<file path="src/design/pcl_pkg.sv">
`default_nettype none
package pcl_pkg;
  // ****************************************************************
  // Clock and link timing
  // ****************************************************************
  localparam int MCLK_PERIOD_PS = 5000;
  localparam int T_CFG_MIN_NS = 2000;
  localparam int CFG_LOW_CYCLES = (T_CFG_MIN_NS * 1000 + MCLK_PERIOD_PS - 1) / MCLK_PERIOD_PS;
  localparam int T_CF2ST_MAX_NS = 600;
  localparam int CF2ST_CYCLES = (T_CF2ST_MAX_NS * 1000) / MCLK_PERIOD_PS;
  localparam int CCLK_HALF_CYCLES = 2;
  localparam int DATA_W = 16;
  localparam int RATIO_W = 3;

  // ****************************************************************
  // Clock-to-data ratio
  // ****************************************************************
  localparam logic [RATIO_W-1:0] RATIO_ONE = 3'h1;
  localparam logic [RATIO_W-1:0] RATIO_TWO = 3'h2;
  localparam logic [RATIO_W-1:0] RATIO_FOUR = 3'h4;

  function automatic logic [RATIO_W-1:0] pcl_ratio(input logic wide16,
                                                   input logic encrypt,
                                                   input logic compress);
    logic [RATIO_W-1:0] r;
    r = RATIO_ONE;
    if (!wide16) begin
      r = compress ? RATIO_TWO : RATIO_ONE;
    end else if (compress) begin
      r = RATIO_FOUR;
    end else if (encrypt) begin
      r = RATIO_TWO;
    end
    return r;
  endfunction
endpackage
`default_nettype wire

</file>
<file path="src/design/pcl_link_if.sv">
`timescale 1ns/1ps
`default_nettype none
interface pcl_link_if;
  import pcl_pkg::*;
  logic              config_clock;
  logic [DATA_W-1:0] config_data;
  logic              config_request_n;
  logic              config_status_n;
  logic              config_complete;
  logic              mode_wide16;
  logic              mode_encrypt;
  logic              mode_compress;

  modport host (
    output config_clock, config_data, config_request_n,
    output mode_wide16, mode_encrypt, mode_compress,
    input  config_status_n, config_complete
  );
  modport device (
    input  config_clock, config_data, config_request_n,
    input  mode_wide16, mode_encrypt, mode_compress,
    output config_status_n, config_complete
  );
endinterface
`default_nettype wire

</file>
<file path="src/design/pcl_host.sv">
// What this block does
// - Host clock rate is ratio times word rate
// - Byte bus: ratio one, two when compressed
// - Word bus: one, two encrypted, four compressed
// - Complete drops within 600 ns of request
// - Status drops within 600 ns of request
// - Host holds request low at least 2 us
`timescale 1ns/1ps
`default_nettype none

// ****************************************************************
// Word buffer
// ****************************************************************
module pcl_fifo #(
  parameter int WIDTH = 16,
  parameter int DEPTH = 16
) (
  input  wire logic             mclk,
  input  wire logic             resetn,
  input  wire logic             flush,
  input  wire logic [WIDTH-1:0] in_data,
  input  wire logic             in_valid,
  output logic                  in_ready,
  output logic      [WIDTH-1:0] out_data,
  output logic                  out_valid,
  input  wire logic             out_ready
);
  localparam int AW = $clog2(DEPTH);
  logic [WIDTH-1:0] mem_q [DEPTH];
  logic [AW-1:0]    wr_q, wr_d, rd_q, rd_d;
  logic [AW:0]      cnt_q, cnt_d;
  logic             push, pop;
  logic             full_q, full_d;

  assign in_ready  = !full_q;
  assign out_valid = (cnt_q != '0);
  assign out_data  = mem_q[rd_q];
  assign push      = in_valid && in_ready;
  assign pop       = out_valid && out_ready;

  always_comb begin
    wr_d  = push ? ((wr_q == AW'(DEPTH - 1)) ? '0 : wr_q + 1'b1) : wr_q;
    rd_d  = pop ? ((rd_q == AW'(DEPTH - 1)) ? '0 : rd_q + 1'b1) : rd_q;
    cnt_d = cnt_q + (AW+1)'(push) - (AW+1)'(pop);
    if (flush) begin
      wr_d  = '0;
      rd_d  = '0;
      cnt_d = '0;
    end
    full_d = (cnt_d == (AW+1)'(DEPTH));
  end

  always_ff @(posedge mclk) begin
    if (!resetn) begin
      wr_q  <= '0;
      rd_q  <= '0;
      cnt_q <= '0;
      full_q <= 1'b0;
    end else begin
      wr_q  <= wr_d;
      rd_q  <= rd_d;
      cnt_q <= cnt_d;
      full_q <= full_d;
    end
  end

  always_ff @(posedge mclk) begin
    if (push && !flush) begin
      mem_q[wr_q] <= in_data;
    end
  end
endmodule // pcl_fifo

// ****************************************************************
// Configuration host
// ****************************************************************
module pcl_host #(
  parameter int FIFO_DEPTH = 16,
  parameter int LOW_CYCLES = pcl_pkg::CFG_LOW_CYCLES
) (
  input  wire logic                        mclk,
  input  wire logic                        resetn,
  pcl_link_if.host                         link,
  input  wire logic                        start,
  input  wire logic                        wide16,
  input  wire logic                        encrypt,
  input  wire logic                        compress,
  input  wire logic [pcl_pkg::DATA_W-1:0]  word_data,
  input  wire logic                        word_valid,
  output logic                             word_ready,
  output logic                             busy,
  output logic                             done
);
  import pcl_pkg::*;

  typedef enum logic [2:0] {PCL_IDLE, PCL_PULSE, PCL_WAIT, PCL_SEND, PCL_DONE} pcl_state_t;

  pcl_state_t         st_q, st_d;
  logic [15:0]        cyc_q, cyc_d;
  logic               clk_q, clk_d;
  logic [DATA_W-1:0]  dat_q, dat_d;
  logic [RATIO_W-1:0] left_q, left_d;
  logic               have_q, have_d;
  logic               req_n_q, req_n_d;
  logic               wide_q, wide_d, enc_q, enc_d, cmp_q, cmp_d;
  logic               busy_q, busy_d, done_q, done_d;
  logic               fifo_ready, fifo_valid, pop;
  logic [DATA_W-1:0]  fifo_data;

  pcl_fifo #(
    .WIDTH (DATA_W),
    .DEPTH (FIFO_DEPTH)
  ) u_fifo (
    .mclk      (mclk),
    .resetn    (resetn),
    .flush     (start),
    .in_data   (word_data),
    .in_valid  (word_valid),
    .in_ready  (fifo_ready),
    .out_data  (fifo_data),
    .out_valid (fifo_valid),
    .out_ready (pop)
  );

  assign word_ready = fifo_ready;

  always_comb begin
    st_d    = st_q;
    cyc_d   = cyc_q;
    clk_d   = clk_q;
    dat_d   = dat_q;
    left_d  = left_q;
    have_d  = have_q;
    req_n_d = req_n_q;
    wide_d  = wide_q;
    enc_d   = enc_q;
    cmp_d   = cmp_q;
    done_d  = done_q;
    pop     = 1'b0;
    case (st_q)
      PCL_IDLE, PCL_DONE: begin
        if (start) begin
          wide_d  = wide16;
          enc_d   = encrypt;
          cmp_d   = compress;
          req_n_d = 1'b0;
          cyc_d   = 16'(LOW_CYCLES - 1);
          done_d  = 1'b0;
          clk_d   = 1'b0;
          have_d  = 1'b0;
          st_d    = PCL_PULSE;
        end
      end
      PCL_PULSE: begin
        if (cyc_q == '0) begin
          req_n_d = 1'b1;
          st_d    = PCL_WAIT;
        end else begin
          cyc_d = cyc_q - 16'h0001;
        end
      end
      PCL_WAIT: begin
        if (link.config_status_n) begin
          cyc_d = '0;
          st_d  = PCL_SEND;
        end
      end
      PCL_SEND: begin
        if (link.config_complete) begin
          clk_d  = 1'b0;
          done_d = 1'b1;
          st_d   = PCL_DONE;
        end else if (cyc_q != '0) begin
          cyc_d = cyc_q - 16'h0001;
        end else if (!clk_q) begin
          if (have_q) begin
            clk_d = 1'b1;
            cyc_d = 16'(CCLK_HALF_CYCLES - 1);
          end else if (fifo_valid) begin
            pop    = 1'b1;
            dat_d  = fifo_data;
            left_d = pcl_ratio(wide_q, enc_q, cmp_q);
            have_d = 1'b1;
            cyc_d  = 16'(CCLK_HALF_CYCLES - 1);
          end
        end else begin
          clk_d  = 1'b0;
          cyc_d  = 16'(CCLK_HALF_CYCLES - 1);
          left_d = left_q - 1'b1;
          if (left_q == RATIO_ONE) begin
            have_d = 1'b0;
          end
        end
      end
      default: begin
        st_d = PCL_IDLE;
      end
    endcase
    busy_d = (st_d != PCL_IDLE) && (st_d != PCL_DONE);
  end

  always_ff @(posedge mclk) begin
    if (!resetn) begin
      st_q    <= PCL_IDLE;
      cyc_q   <= '0;
      clk_q   <= 1'b0;
      dat_q   <= '0;
      left_q  <= '0;
      have_q  <= 1'b0;
      req_n_q <= 1'b1;
      wide_q  <= 1'b0;
      enc_q   <= 1'b0;
      cmp_q   <= 1'b0;
      busy_q  <= 1'b0;
      done_q  <= 1'b0;
    end else begin
      st_q    <= st_d;
      cyc_q   <= cyc_d;
      clk_q   <= clk_d;
      dat_q   <= dat_d;
      left_q  <= left_d;
      have_q  <= have_d;
      req_n_q <= req_n_d;
      wide_q  <= wide_d;
      enc_q   <= enc_d;
      cmp_q   <= cmp_d;
      busy_q  <= busy_d;
      done_q  <= done_d;
    end
  end

  assign link.config_clock     = clk_q;
  assign link.config_data      = dat_q;
  assign link.config_request_n = req_n_q;
  assign link.mode_wide16      = wide_q;
  assign link.mode_encrypt     = enc_q;
  assign link.mode_compress    = cmp_q;
  assign busy                  = busy_q;
  assign done                  = done_q;
endmodule // pcl_host
`default_nettype wire

</file>
<file path="src/flat_wrapper.sv">
// flat-port wrapper written by rule: the top's interface ports become plain ports
module pcl_host_flat import pcl_pkg::*;
#(
  parameter int FIFO_DEPTH = 16,
  parameter int LOW_CYCLES = pcl_pkg::CFG_LOW_CYCLES
)
  (mclk, resetn, start, wide16, encrypt, compress, word_data, word_valid, word_ready, busy, done, link_config_clock, link_config_data, link_config_request_n, link_mode_wide16, link_mode_encrypt, link_mode_compress, link_config_status_n, link_config_complete);
  pcl_link_if link_i ();
  input  wire logic mclk;
  input  wire logic resetn;
  input  wire logic start;
  input  wire logic wide16;
  input  wire logic encrypt;
  input  wire logic compress;
  input  wire logic [pcl_pkg::DATA_W-1:0] word_data;
  input  wire logic word_valid;
  output logic word_ready;
  output logic busy;
  output logic done;
  output wire logic [$bits(link_i.config_clock)-1:0] link_config_clock;
  output wire logic [$bits(link_i.config_data)-1:0] link_config_data;
  output wire logic [$bits(link_i.config_request_n)-1:0] link_config_request_n;
  output wire logic [$bits(link_i.mode_wide16)-1:0] link_mode_wide16;
  output wire logic [$bits(link_i.mode_encrypt)-1:0] link_mode_encrypt;
  output wire logic [$bits(link_i.mode_compress)-1:0] link_mode_compress;
  input wire logic [$bits(link_i.config_status_n)-1:0] link_config_status_n;
  input wire logic [$bits(link_i.config_complete)-1:0] link_config_complete;
  assign link_config_clock = link_i.config_clock;
  assign link_config_data = link_i.config_data;
  assign link_config_request_n = link_i.config_request_n;
  assign link_mode_wide16 = link_i.mode_wide16;
  assign link_mode_encrypt = link_i.mode_encrypt;
  assign link_mode_compress = link_i.mode_compress;
  assign link_i.config_status_n = link_config_status_n;
  assign link_i.config_complete = link_config_complete;
  pcl_host #(.FIFO_DEPTH(FIFO_DEPTH), .LOW_CYCLES(LOW_CYCLES)) u_core (.mclk(mclk), .resetn(resetn), .link(link_i), .start(start), .wide16(wide16), .encrypt(encrypt), .compress(compress), .word_data(word_data), .word_valid(word_valid), .word_ready(word_ready), .busy(busy), .done(done));
endmodule
</file>
<file path="config.mk">
export PLATFORM = sky130hd
export DESIGN_NAME = pcl_host_flat
export DESIGN_NICKNAME = d
export VERILOG_FILES = /design/src/design/pcl_pkg.sv /design/src/design/pcl_link_if.sv /design/src/design/pcl_host.sv /design/src/flat_wrapper.sv
export SDC_FILE = /design/constraint.sdc
export NUM_CORES = 1
export LEC_CHECK = 0
export ABC_AREA = 1
export ABC_CLOCK_PERIOD_IN_PS = 3200
export BUFFER_PORTS_ARGS = -buffer_cell sky130_fd_sc_hd__buf_2
export CAP_MARGIN = 20
export CORE_MARGIN = 2
export CORE_UTILIZATION = 50
export CTS_CLUSTER_DIAMETER = 50
export DETAILED_ROUTE_END_ITERATION = 8
export PLACE_DENSITY = 0.7
export SYNTH_ARGS = -nofsm -noshare
export SYNTH_HDL_FRONTEND = slang
export SYNTH_HIERARCHICAL = 1
export SYNTH_SLANG_ARGS = --single-unit
</file>
<file path="constraint.sdc">
create_clock -name mclk -period 3.2 [get_ports mclk]
set_input_delay 0.32 -clock mclk [delete_from_list [all_inputs] [get_ports mclk]]
set_output_delay 0.32 -clock mclk [all_outputs]
set_load 0.02 [all_outputs]
</file>
== Yosys cells after proc, flatten, opt, wreduce, memory -nomap -nowiden ==
Memories as Yosys holds them, arrays and structs flattened. A register that Yosys moved wholly into a read port is not among the register bits.
Index checks and enable logic that the tools add are counted.

* Register bits: 44
* Memory bits (writable): 256
* Input bits: 25
* Memories: 1

* Add/subtract/negate cells: 6
* Equality and inequality tests: 20
* Muxes and demuxes: 48
* Bitwise operators: 5
* Reduce and logical (&&, ||, !) cells: 26

{| class="wikitable"
|+ Memory list
! memory !! words !! width !! read ports !! clocked after Yosys merged registers in !! wr ports !! line !! RTL
|-
| u_core.u_fifo.mem_q || 16 || 16 || 1 || 1 || 1 || pcl_host.sv:29 || <nowiki>logic [WIDTH-1:0] mem_q [DEPTH];</nowiki>
|}

{| class="wikitable"
|+ Operator list
! operator !! number
|-
| 16-bit two-way mux || 8
|-
| 16-bit one-hot mux with 4 select lines || 1
|-
| 3-bit two-way mux || 9
|-
| 1-bit two-way mux || 20
|-
| 16-bit logical NOT || 1
|-
| 16-bit nonzero test || 1
|-
| 16-bit by 1-bit subtractor with 16-bit output, second input constant || 1
|-
| 2-bit inequality test, second input constant || 6
|-
| 3-bit one-hot mux with 4 select lines || 1
|-
| 6-bit AND reduction || 2
|-
| 5-bit AND reduction || 2
|-
| 3-bit inequality test, second input constant || 3
|-
| 3-bit AND reduction || 3
|-
| 4-bit by 1-bit adder with 4-bit output, second input constant || 2
|-
| 4-bit equality test, second input constant || 2
|-
| 4-bit two-way mux || 2
|-
| 1-bit one-hot mux with 2 select lines || 4
|-
| 3-bit by 1-bit equality test with 1-bit output, second input constant || 2
|-
| 3-bit by 2-bit equality test with 1-bit output, second input constant || 2
|-
| 2-bit nonzero test || 3
|-
| 5-bit by 1-bit adder with 5-bit output || 1
|-
| 5-bit equality test, second input constant || 1
|-
| 5-bit two-way mux || 1
|-
| 5-bit by 2-bit inequality test with 1-bit output, second input constant || 1
|-
| other kinds (14) || 26
|}

== Longest topological paths before layout ==
Gate-level depths: netlist (run 1).

* Depth in word-level cells: 11
* Gate-level depth with buffers: 23
* Mapped depth without buffers: 22

== Modules after synthesis ==
Netlist (run 1), hierarchy kept.

{| class="wikitable"
|+ By module, submodules not included
! module !! instances !! cells an instance !! area an instance (um^2) !! sequential area each (um^2)
|-
| pcl_fifo || 1 || 1,182 || 11,984.0 || 8,047.7
|-
| pcl_host || 1 || 369 || 2,476.1 || 920.9
|}

== Worst setup path before layout (run 1) ==
No wires, ideal clock.

* Path type: reg2reg
* From: register u_core.u_fifo.cnt_q[2]
* To: register u_core.u_fifo.full_q
* Library setup time: 0.113 ns
* Arrival: 2.823 ns
* Data required time: 3.087 ns
* Slack: 0.264 ns
* Cell stages (with the launch flop): 21
* Path buffers: 1
* Cells stage by stage: dfxtp_1 > inv_1 > ha_1 > nand3_1 > inv_1 > nor4_4 > nand2_4 > inv_6 > buf_8 > nand2_1 > inv_1 > ha_1 > inv_1 > ha_1 > inv_1 > fa_1 > o21a_1 > nand2_1 > inv_1 > nand2_1 > nor2_1

* Cells in the longest elaborated chain, start to end: 11
* Elaborated cells between the ends (all ways): 12
* Classes of those cells: 2 x add/sub; 1 x eq/ne; 7 x mux; 2 x reduce/logical

{| class="wikitable"
|+ Ends and longest elaborated chain
! what !! line !! RTL
|-
| start: declaration || pcl_host.sv:31 || <nowiki>logic [AW:0] cnt_q, cnt_d;</nowiki>
|-
| start signal: assignment || pcl_host.sv:62 || <nowiki>cnt_q <= cnt_d;</nowiki>
|-
| 5-bit nonzero test || pcl_host.sv:36 || <nowiki>assign out_valid = (cnt_q != '0);</nowiki>
|-
| via u_core.fifo_valid || pcl_host.sv:107 || <nowiki>logic fifo_ready, fifo_valid, pop;</nowiki>
|-
| 1-bit two-way mux || pcl_host.sv:179 || <nowiki>end else if (fifo_valid) begin</nowiki>
|-
| 1-bit two-way mux || pcl_host.sv:176 || <nowiki>if (have_q) begin</nowiki>
|-
| 1-bit two-way mux || pcl_host.sv:175 || <nowiki>end else if (!clk_q) begin</nowiki>
|-
| 1-bit two-way mux || pcl_host.sv:173 || <nowiki>end else if (cyc_q != '0) begin</nowiki>
|-
| 1-bit two-way mux || pcl_host.sv:169 || <nowiki>if (link.config_complete) begin</nowiki>
|-
| 1-bit two-way mux || pcl_host.sv:140 || <nowiki>case (st_q)</nowiki>
|-
| via u_core.pop || pcl_host.sv:107 ||
|-
| 1-bit logical AND || pcl_host.sv:39 || <nowiki>assign pop = out_valid && out_ready;</nowiki>
|-
| 5-bit by 1-bit subtractor with 5-bit output || pcl_host.sv:44 || <nowiki>cnt_d = cnt_q + (AW+1)'(push) - (AW+1)'(pop);</nowiki>
|-
| 5-bit two-way mux || pcl_host.sv:45 || <nowiki>if (flush) begin</nowiki>
|-
| 5-bit equality test || pcl_host.sv:50 || <nowiki>full_d = (cnt_d == (AW+1)'(DEPTH));</nowiki>
|-
| end signal: assignment || pcl_host.sv:63 || <nowiki>full_q <= full_d;</nowiki>
|-
| end: declaration || pcl_host.sv:33 || <nowiki>logic full_q, full_d;</nowiki>
|}

The timed path passes the listed nets, and every way through them passes these cells.
A chain may end at the register's enable or synchronous reset.

== Final worst setup path (run 1) ==
* From: register u_core.st_q[1]
* To: register u_core.u_fifo.full_q

* Cells in the longest elaborated chain, start to end: 6

{| class="wikitable"
|+ Ends and longest elaborated chain
! what !! line !! RTL
|-
| start: declaration || pcl_host.sv:98 || <nowiki>pcl_state_t st_q, st_d;</nowiki>
|-
| start signal: assignment || pcl_host.sv:217 || <nowiki>st_q <= st_d;</nowiki>
|-
| 3-bit by 2-bit equality test with 1-bit output || pcl_host.sv:140 ||
|-
| 1-bit two-way mux || pcl_host.sv:140 ||
|-
| 1-bit logical AND || pcl_host.sv:39 ||
|-
| 5-bit by 1-bit subtractor with 5-bit output || pcl_host.sv:44 ||
|-
| 5-bit two-way mux || pcl_host.sv:45 ||
|-
| 5-bit equality test || pcl_host.sv:50 ||
|}

Every way passes these cells.

==> results.md, run 1 <==
* Status: completed
* PortBufs at between 40 and 50
* Clock Root Buffer: clkbuf_16
* Die H at about 170 um
* Max cap viols at 0
* TritonRoute pass-1 iters at 7
* Slew @ Worst Pin at ~0.8 ns
* Number of diodes at 0
* TritonCTS clock tree: built
* CP required at ~3.7 ns
* Starting DRC count in detailed routing at 1035
* PD cells at ~560 nW/um^2
* Setup TNS at 0 ns
* Syn Inst Count at ~1600
* Clock sink count at 320
* Vias in the first global route at 9908
* Relative slew slack at between 40% and 50%
* Detailed placer's ending HPWL at around 20 mm
* CTS H-tree lvls at 2
* Levels on crit path at 18
* Most Used Layer, Global Route: met2
* Nets at between 1500 and 2000
* Final GP Congestion at about 0.85
* Synth-to-layout area growth at 13.9%
* Final period util at 93.7%
* R2R setup slack at between 0.2 and 0.25 ns
* Netlist cell types at 36
* Crit path kind: flip-flop to flip-flop
* Largest net degree at the start of global routing at 100
* Vias at between 10000 and 15000
* Met3 Track Usage GR at between 4 and 5%
* Residual DRC count at 0
* CTS Hold Bufs at 0
* Area leader, netlist: edfxtp_1
* Total GRT Usage at between 20 and 25%
* Critical Path End Type: flip-flop
* Clk_skew at between 0.01 and 0.015 ns
* R2r startpoint: u_core/st_q[1]$_SDFF_PN0_
* Worst-path fanout max at 21
* Clock latency on the worst-skew pair at approximately 0.52 ns
* DR WL/cell at ~17 um
* Hold Slack at between 0.08 and 0.09 ns
* YS warnings at 6
* F_max at 0.333 GHz
* Most frequent cells in the layout: 431 x nand2_1, 263 x inv_1, 256 x edfxtp_1
* Clock transition at path regs at ~0.06 ns
* Row cnt at 62
* WL final at between 30 and 40 mm
* Drt via density at just over 5
* Type of element launching the critical path: flip-flop
* Post-Syn Nets at 1592
* Fin. max-slew vios at 0
* Crit path time final at between 2 and 3 ns
* Clock Path Buffers at 3
* Post-route non-filler standard cell count at slightly above 2000
* Layout fillers at about 2400
* Worst Hold Class: input pin to flip-flop
* Die area at roughly 30000 sq um
* Peak VDD IR at approximately 0.42 mV
* Met1 Track Usage GR at 29.3%
* Synthesized flop and latch total at 320
* Core area at approximately 29000 sq um
* Die W at ~170 um
* Layout cell share with drive strength beyond 1 at a little under an eighth
* Leakage at just over 7 nW
* CP top delay family: simple AND/OR/NAND/NOR gates
* CTS Buf Count at 38
* Worst path arrival time at between 3 and 4 ns
* Total congestion overflow at 0
* Worst R2R Path Depth at 18
* Setup crit start: u_core/st_q[1]$_SDFF_PN0_
* Top cells by area, synth: edfxtp_1 53%, nand2_1 11%, dfxtp_1 8.9%, nand3_1 7.2%, inv_1 6.8%
* Post-synth top area share at 53.2%
* Commonest non-fill, non-tap cell in the layout: nand2_1
* Global routing usage on met2 at a little under two fifths
* Worst path max stage delay at 0.41 ns
* First-pass GRT wire length at ~53 mm
* Starting density of the core at between 50 and 60%
* Hold Vio Cnt, Final at 0
* Critical path capture point: u_core/u_fifo/full_q$_SDFF_PN0_
* Setup Viol. Count Final at 0
* Sequential share of the synthesized area at between 60% and 70%
* Mapped Avg Cell Area at ~9.3 sq um
* Initial antenna violation count at 2
* CP cell instances: nand2_2 > nor2_4 > nand2_4 > nor4_4 > nand2_4 > clkinv_8 > nand2_1 > inv_1 > ha_1 > inv_1 > ha_1 > inv_1 > fa_1 > inv_1 > nand3_1 > nand3_1 > nand3_1 > nor2_1
* Dpl cells at between 1500 and 2000
* Cell area after synthesis at around 14000 sq um
* Cell mode on critical path: inv_1
* IO Pins at slightly below 50
* Critical path buffers and inverters at 5
* Slowest cell on crit path: dfxtp_1
* Reg2reg end: u_core/u_fifo/full_q$_SDFF_PN0_
* Antenna viol nets, final at 0
## sequential cells by signal (all words and copies together), names as in the netlist, named ones only
| name | cells |
|---|---|
| u_core/u_fifo/full_q | 1 |
| u_core/u_fifo/cnt_q | 5 |
| u_core/link.mode_wide16 | 1 |
| u_core/u_fifo/rd_q | 4 |
| u_core/done | 1 |
| u_core/link.config_request_n | 1 |
| u_core/cyc_q | 16 |
| u_core/link.config_clock | 1 |
| u_core/left_q | 3 |
| u_core/u_fifo/wr_q | 4 |
| u_core/busy | 1 |
| u_core/link.mode_encrypt | 1 |
| u_core/u_fifo/mem_q | 256 |
| u_core/have_q | 1 |
| u_core/st_q | 3 |
| u_core/link.config_data | 16 |
| u_core/link.mode_compress | 1 |
## where the power goes
group	internal, mW	switching, mW	leakage [nW]
Combinational	0.138	0.316	3.69
Sequential	4.54	0.0359	2.83
Clock	2.57	1.65	0.612
Total	7.25	2.00	7.13
## what timing repair did
action                                  CTS  global route
resized for setup                         0             2
setup buffers                             0             5
endpoints found under the setup margin    0             3
## worst min-delay path: stages
cell,delay (ns)
buf_2,0.08
o21ai_0,0.07
nor2_1,0.08
## worst min-delay path by stage
| stage | startpoint | endpoint | slack (ns) | depth (start not counted) |
|---|---|---|---|---|
| 2_1_floorplan | word_data[0] | u_core/u_fifo/mem_q[0][0]$_DFFE_PP_ | 0.42 | 0 |
| 3_3_place_gp | u_core/link.config_request_n$_SDFFE_PN1P_ | u_core/link.config_request_n$_SDFFE_PN1P_ | 0.45 | 2 |
| 3_5_place_dp | u_core/link.config_request_n$_SDFFE_PN1P_ | u_core/link.config_request_n$_SDFFE_PN1P_ | 0.46 | 2 |
| 4_1_cts | encrypt | u_core/link.mode_encrypt$_SDFFE_PN0P_ | 0.06 | 3 |
| 5_1_grt | encrypt | u_core/link.mode_encrypt$_SDFFE_PN0P_ | 0.09 | 3 |
| 6_report | encrypt | u_core/link.mode_encrypt$_SDFFE_PN0P_ | 0.08 | 3 |
## synthesized netlist by cell type, drive strengths merged
| cell type | number |
|---|---|
| a21oi | 24 |
| buf | 47 |
| clkbuf | 13 |
| clkinv | 1 |
| dfxtp | 64 |
| edfxtp | 256 |
| fa | 1 |
| ha | 15 |
| inv | 269 |
| nand2 | 438 |
| nand3 | 209 |
| nand3b | 1 |
| nand4 | 8 |
| nor2 | 129 |
| nor3 | 11 |
| nor4 | 1 |
| o21a | 1 |
| o21ai | 46 |
| o22ai | 1 |
| or2 | 3 |
| xnor2 | 3 |
| xor2 | 10 |
## logic make-up (layout without fill, tap and decap cells)
kind of cell	Yosys count	in the layout	synth area share (%)
flip-flops	320	320	62.0
adder cells (fa/ha/maj)	16	16	1.44
buffers and inverters	330	424	9.64
AND/OR/NAND/NOR	800	800	23.5
AO/OA/AOI/OAI	72	72	2.57
XOR/XNOR	13	13	0.787
## final cells by class
class,count,area (sq um),share of cell area [%]
clock inverter,20,171,1.04
tap,384,480,2.92
inverter,270,1030,6.24
timing repair buffer,86,576,3.49
sequential,320,8970,54.5
clock buffer,48,1080,6.58
multi-input combinational,901,4160,25.2
## layer usage
layer,part of all wire (%),vias up
met4,3.0,2
li1,-,5091
met1,41,4953
met2,48,375
met3,7.7,87
met5,0.033,-
## per-stage QoR
stage | utilization [%] | instance area [sq um] | worst slack, ns | power [mW]
floorplan | - | 14500 | 0.264 | 4.95
global placement | 53.0 | 15200 | 0.235 | 5.10
detailed placement | 53.0 | 15200 | 0.106 | 5.11
CTS | 57.4 | 16400 | 0.0657 | 9.33
global route | 57.5 | 16500 | -0.000897 | 9.55
finish | 57.5 | 16500 | 0.200 | 9.25
(Power assumes the default switching activity.)
==> run 2, diff against run 1 <==
--- a/config.mk
+++ b/config.mk
@@ -5,15 +5,13 @@
 export SDC_FILE = /design/constraint.sdc
 export NUM_CORES = 1
 export LEC_CHECK = 0
-export ABC_AREA = 1
 export ABC_CLOCK_PERIOD_IN_PS = 3200
 export BUFFER_PORTS_ARGS = -buffer_cell sky130_fd_sc_hd__buf_2
-export CAP_MARGIN = 20
 export CORE_MARGIN = 2
 export CORE_UTILIZATION = 50
 export CTS_CLUSTER_DIAMETER = 50
 export DETAILED_ROUTE_END_ITERATION = 8
-export PLACE_DENSITY = 0.7
+export PLACE_DENSITY = 0.71
 export SYNTH_ARGS = -nofsm -noshare
 export SYNTH_HDL_FRONTEND = slang
 export SYNTH_HIERARCHICAL = 1
==> run 2 against run 1 <==
  * Synthesized area decreased by 10%
  * Die area fell by 10%
  * Worst hold slack better by 0.0083 ns
  * Register-to-register slack got worse by 0.08 ns
  * Setup slack lost 0.077 ns
  * Core utilization is 1.9 points higher
  * Non-clock buffer count rose by 15
  * Via count fell by 29%
  * Sequential cell count unchanged
  * Wire length decreased by 17%
  * Critical endpoint unchanged
  * Largest cell class unchanged
==> results.md, run 2 <==
* Worst Hold Class: input pin to flip-flop
* Slew @ Worst Pin at 0.943 ns (+0.130 ns)
* Starting DRC count in detailed routing at 764 (-26%)
* TritonCTS clock tree: built
* PortBufs at 48 (unchanged)
* Hold Slack at 0.0917 ns (+0.00829 ns)
* Final GP Congestion at 0.801 (-6.1%)
* Post-synth top area share at 59.4% (+6.2 points)
* Die W at 165 um (-5.2%)
* Layout cell share with drive strength beyond 1 at 27.3% (+16 points)
* Sequential share of the synthesized area at 69.3% (+7.2 points)
* Top cells by area, synth: edfxtp_1 59%, dfxtp_1 9.9%, mux4_2 9.4%, mux4_1 2.0%, a22oi_1 2.0%
* F_max at 0.325 GHz (-2.5%)
* Clock transition at path regs at 0.06 ns (about the same)
* Top FF cell, synth: edfxtp_1
* Largest register FFs at 256 (unchanged)
* Initial antenna violation count at 2 (unchanged)
* Clock Path Buffers at 3 (unchanged)
* Fin. max-slew vios at 0 (unchanged)
* Max cap viols at 0 (unchanged)
* Clk_skew at 0.0175 ns (+0.00416 ns)
* Largest net degree at the start of global routing at 66 (-34%)
* Syn Inst Count at 800 (-48%)
* Antenna viol nets, final at 0 (unchanged)
* Clock latency on the worst-skew pair at 0.51 ns (about the same)
* TritonRoute pass-1 iters at 5 (-2)
* Residual DRC count at 0 (unchanged)
* CTS H-tree lvls at 2 (unchanged)
* Count leader, synth: edfxtp_1
* CTS Buf Count at 35 (-7.9%)
* Detailed placer's ending HPWL at 17.0 mm (-17%)
* Cell area after synthesis at 12900 sq um (-10%)
* Post-synth ARST share at 0% (unchanged)
* Total congestion overflow at 0 (unchanged)
* Relative slew slack at 37.1% (-8.6 points)
* YS warnings at 6 (unchanged)
* Crit path time final at 3.08 ns (+0.0773 ns)
* Setup Viol. Count Final at 0 (unchanged)
* Post-Syn Nets at 841 (-47%)
* Leakage at 5.03 nW (-30%)
* Drt via density at 6.01 (+16%)
* Commonest non-fill, non-tap cell in the layout: edfxtp_1
* PD cells at 632 nW/um^2 (+12%)
* Worst Hold Path Cells at 3 (unchanged)
* Netlist cell types at 69 (+92%)
* Most frequent cells after synthesis: 256 x edfxtp_1, 67 x nand2_1, 64 x dfxtp_1
* Clock Root Buffer: clkbuf_16
* Setup WS pre-CTS at 0.0900 ns (-0.0160 ns)
* Clock sink count at 320 (unchanged)
* IO Pins at 49 (unchanged)
* Area leader, netlist: edfxtp_1
* Vias in the first global route at 7406 (-25%)
* Synth-to-layout area growth at 16.3%
* Worst R2R Path Depth at 15 (-3)
* Post-synth EDFFs at 256 (unchanged)
* Vias at 7513 (-29%)
* Final period util at 96.2% (+2.4 points)
* Worst-path fanout max at 4 (-81%)
* Row cnt at 58 (-6.5%)
* Die H at 165 um (-5.2%)
* Most frequent cells in the layout: 256 x edfxtp_1, 67 x nand2_1, 61 x dfxtp_1
* Crit path kind: flip-flop to flip-flop
* Synthesized flop and latch total at 320 (unchanged)
* Hold Vio Cnt, Final at 0 (unchanged)
* Final worst slack at 0.123 ns (-0.0773 ns)
* Core area at 25300 sq um (-12%)
* First-pass GRT wire length at 42.6 mm (-19%)
* WL final at 28.0 mm (-17%)
* Worst path arrival time at 3.50 ns (+0.05 ns)
* Status: completed
* Die area at 27200 sq um (-10%)
* Critical Path End Type: flip-flop
* Biggest register: u_core/u_fifo/mem_q
* CP required at 3.62 ns (-0.03 ns)
* Starting density of the core at 51.1% (+0.62 points)
* Type of element launching the critical path: flip-flop
* Mapped Avg Cell Area at 16.2 sq um (+74%)
* Total GRT Usage at 21.1% (-1.0 points)
* DR WL/cell at 22.4 um (+34%)
* Peak VDD IR at 0.533 mV (+27%)
* Nets at 934 (-44%)
-- run 2: cell types whose count changed in the layout (fill, tap and decap cells not counted), moves of 34 or more --
cell,delta
nor2_1,-90
mux4_2,+54
a22oi_1,+34
inv_1,-246
nand2_1,-364
nand3_1,-182
-- run 2: area by class of cell --
cell class,instances,area (sq um)
Fill cell,1851,10300
Sequential cell,320,8970
Multi-Input combinational cell,414,3740
Clock buffer,44,933
Timing Repair Buffer,101,688
Tap cell,330,413
Clock inverter,18,231
Inverter,21,78.8
Antenna cell,2,5.00
-- run 2: per-layer routing --
metal / vias to the layer above / part of all wire [%] / global-route usage (%) / routed length [um]
met4: 0 / 1.9 / 6.76 / 535
met1: 3824 / 44 / 29.6 / 12300
met2: 276 / 48 / 33.5 / 13400
li1: 3362 / - / - / -
met3: 51 / 6.4 / 4.29 / 1800
met5: - / 0 / 0 / 0
-- run 2: worst paths after layout --
check             slack (ns)                                 endpoint                                    start
hold reg to reg         0.45  u_core/link.config_data[0]$_SDFFE_PN0P_  u_core/link.config_data[0]$_SDFFE_PN0P_
hold / removal          0.09    u_core/link.mode_encrypt$_SDFFE_PN0P_                                  encrypt
setup reg to reg        0.12          u_core/u_fifo/full_q$_SDFF_PN0_        u_core/u_fifo/cnt_q[2]$_SDFF_PN0_
setup / recovery        0.12          u_core/u_fifo/full_q$_SDFF_PN0_        u_core/u_fifo/cnt_q[2]$_SDFF_PN0_
-- run 2: where the power goes --
group | switching [mW] | total [mW] | internal [mW]
clock network | 1.56 | 4.05 | 2.48
registers | 0.0696 | 4.63 | 4.56
logic | 0.518 | 0.838 | 0.320
total | 2.15 | 9.52 | 7.37
-- run 2: logic make-up (layout without fill, tap and decap cells) --
logic type	Yosys count	in the layout	share of synthesized area [%]
buffers and inverters	66	184	2.47
multiplexers	68	68	11.7
AND/OR/NAND/NOR	186	186	7.56
flip-flops	320	320	69.3
other	0	2	0
XOR/XNOR	5	5	0.338
AO/OA/AOI/OAI	139	139	7.03
adder cells (fa/ha/maj)	16	16	1.60
-- run 2: metrics by stage --
stage | power (mW) | utilization (%) | area (sq um) | TNS [ns] | cells
2_1_floorplan | 5.26 | - | 13000 | -0.0260 | 800
6_report | 9.52 | 59.5 | 15100 | 0 | 1250
5_1_grt | 9.85 | 59.5 | 15100 | -0.0254 | 1250
3_3_place_gp | 5.50 | 54.6 | 13800 | 0 | 1180
4_1_cts | 9.55 | 59.2 | 15000 | 0 | 1242
3_5_place_dp | 5.50 | 54.6 | 13800 | 0 | 1180
-- run 2: repair_timing --
action                                  CTS  global route
gates resized for setup                   0            11
hold buffers                              0             0
setup buffers                             0             6
endpoints found under the setup margin    0             2
-- run 2: critical path, stage by stage (launching register included) --
cell and delay [ns]:
dfxtp_1 0.31, inv_1 0.07, ha_1 0.14, or4b_4 0.50, nand2b_4 0.11, nor4_4 0.05, and2_4 0.16, ha_1 0.26
inv_1 0.04, ha_1 0.20, inv_2 0.07, fa_2 0.20, nand2b_1 0.10, a21oi_1 0.08, or4b_4 0.49, a211oi_2 0.21
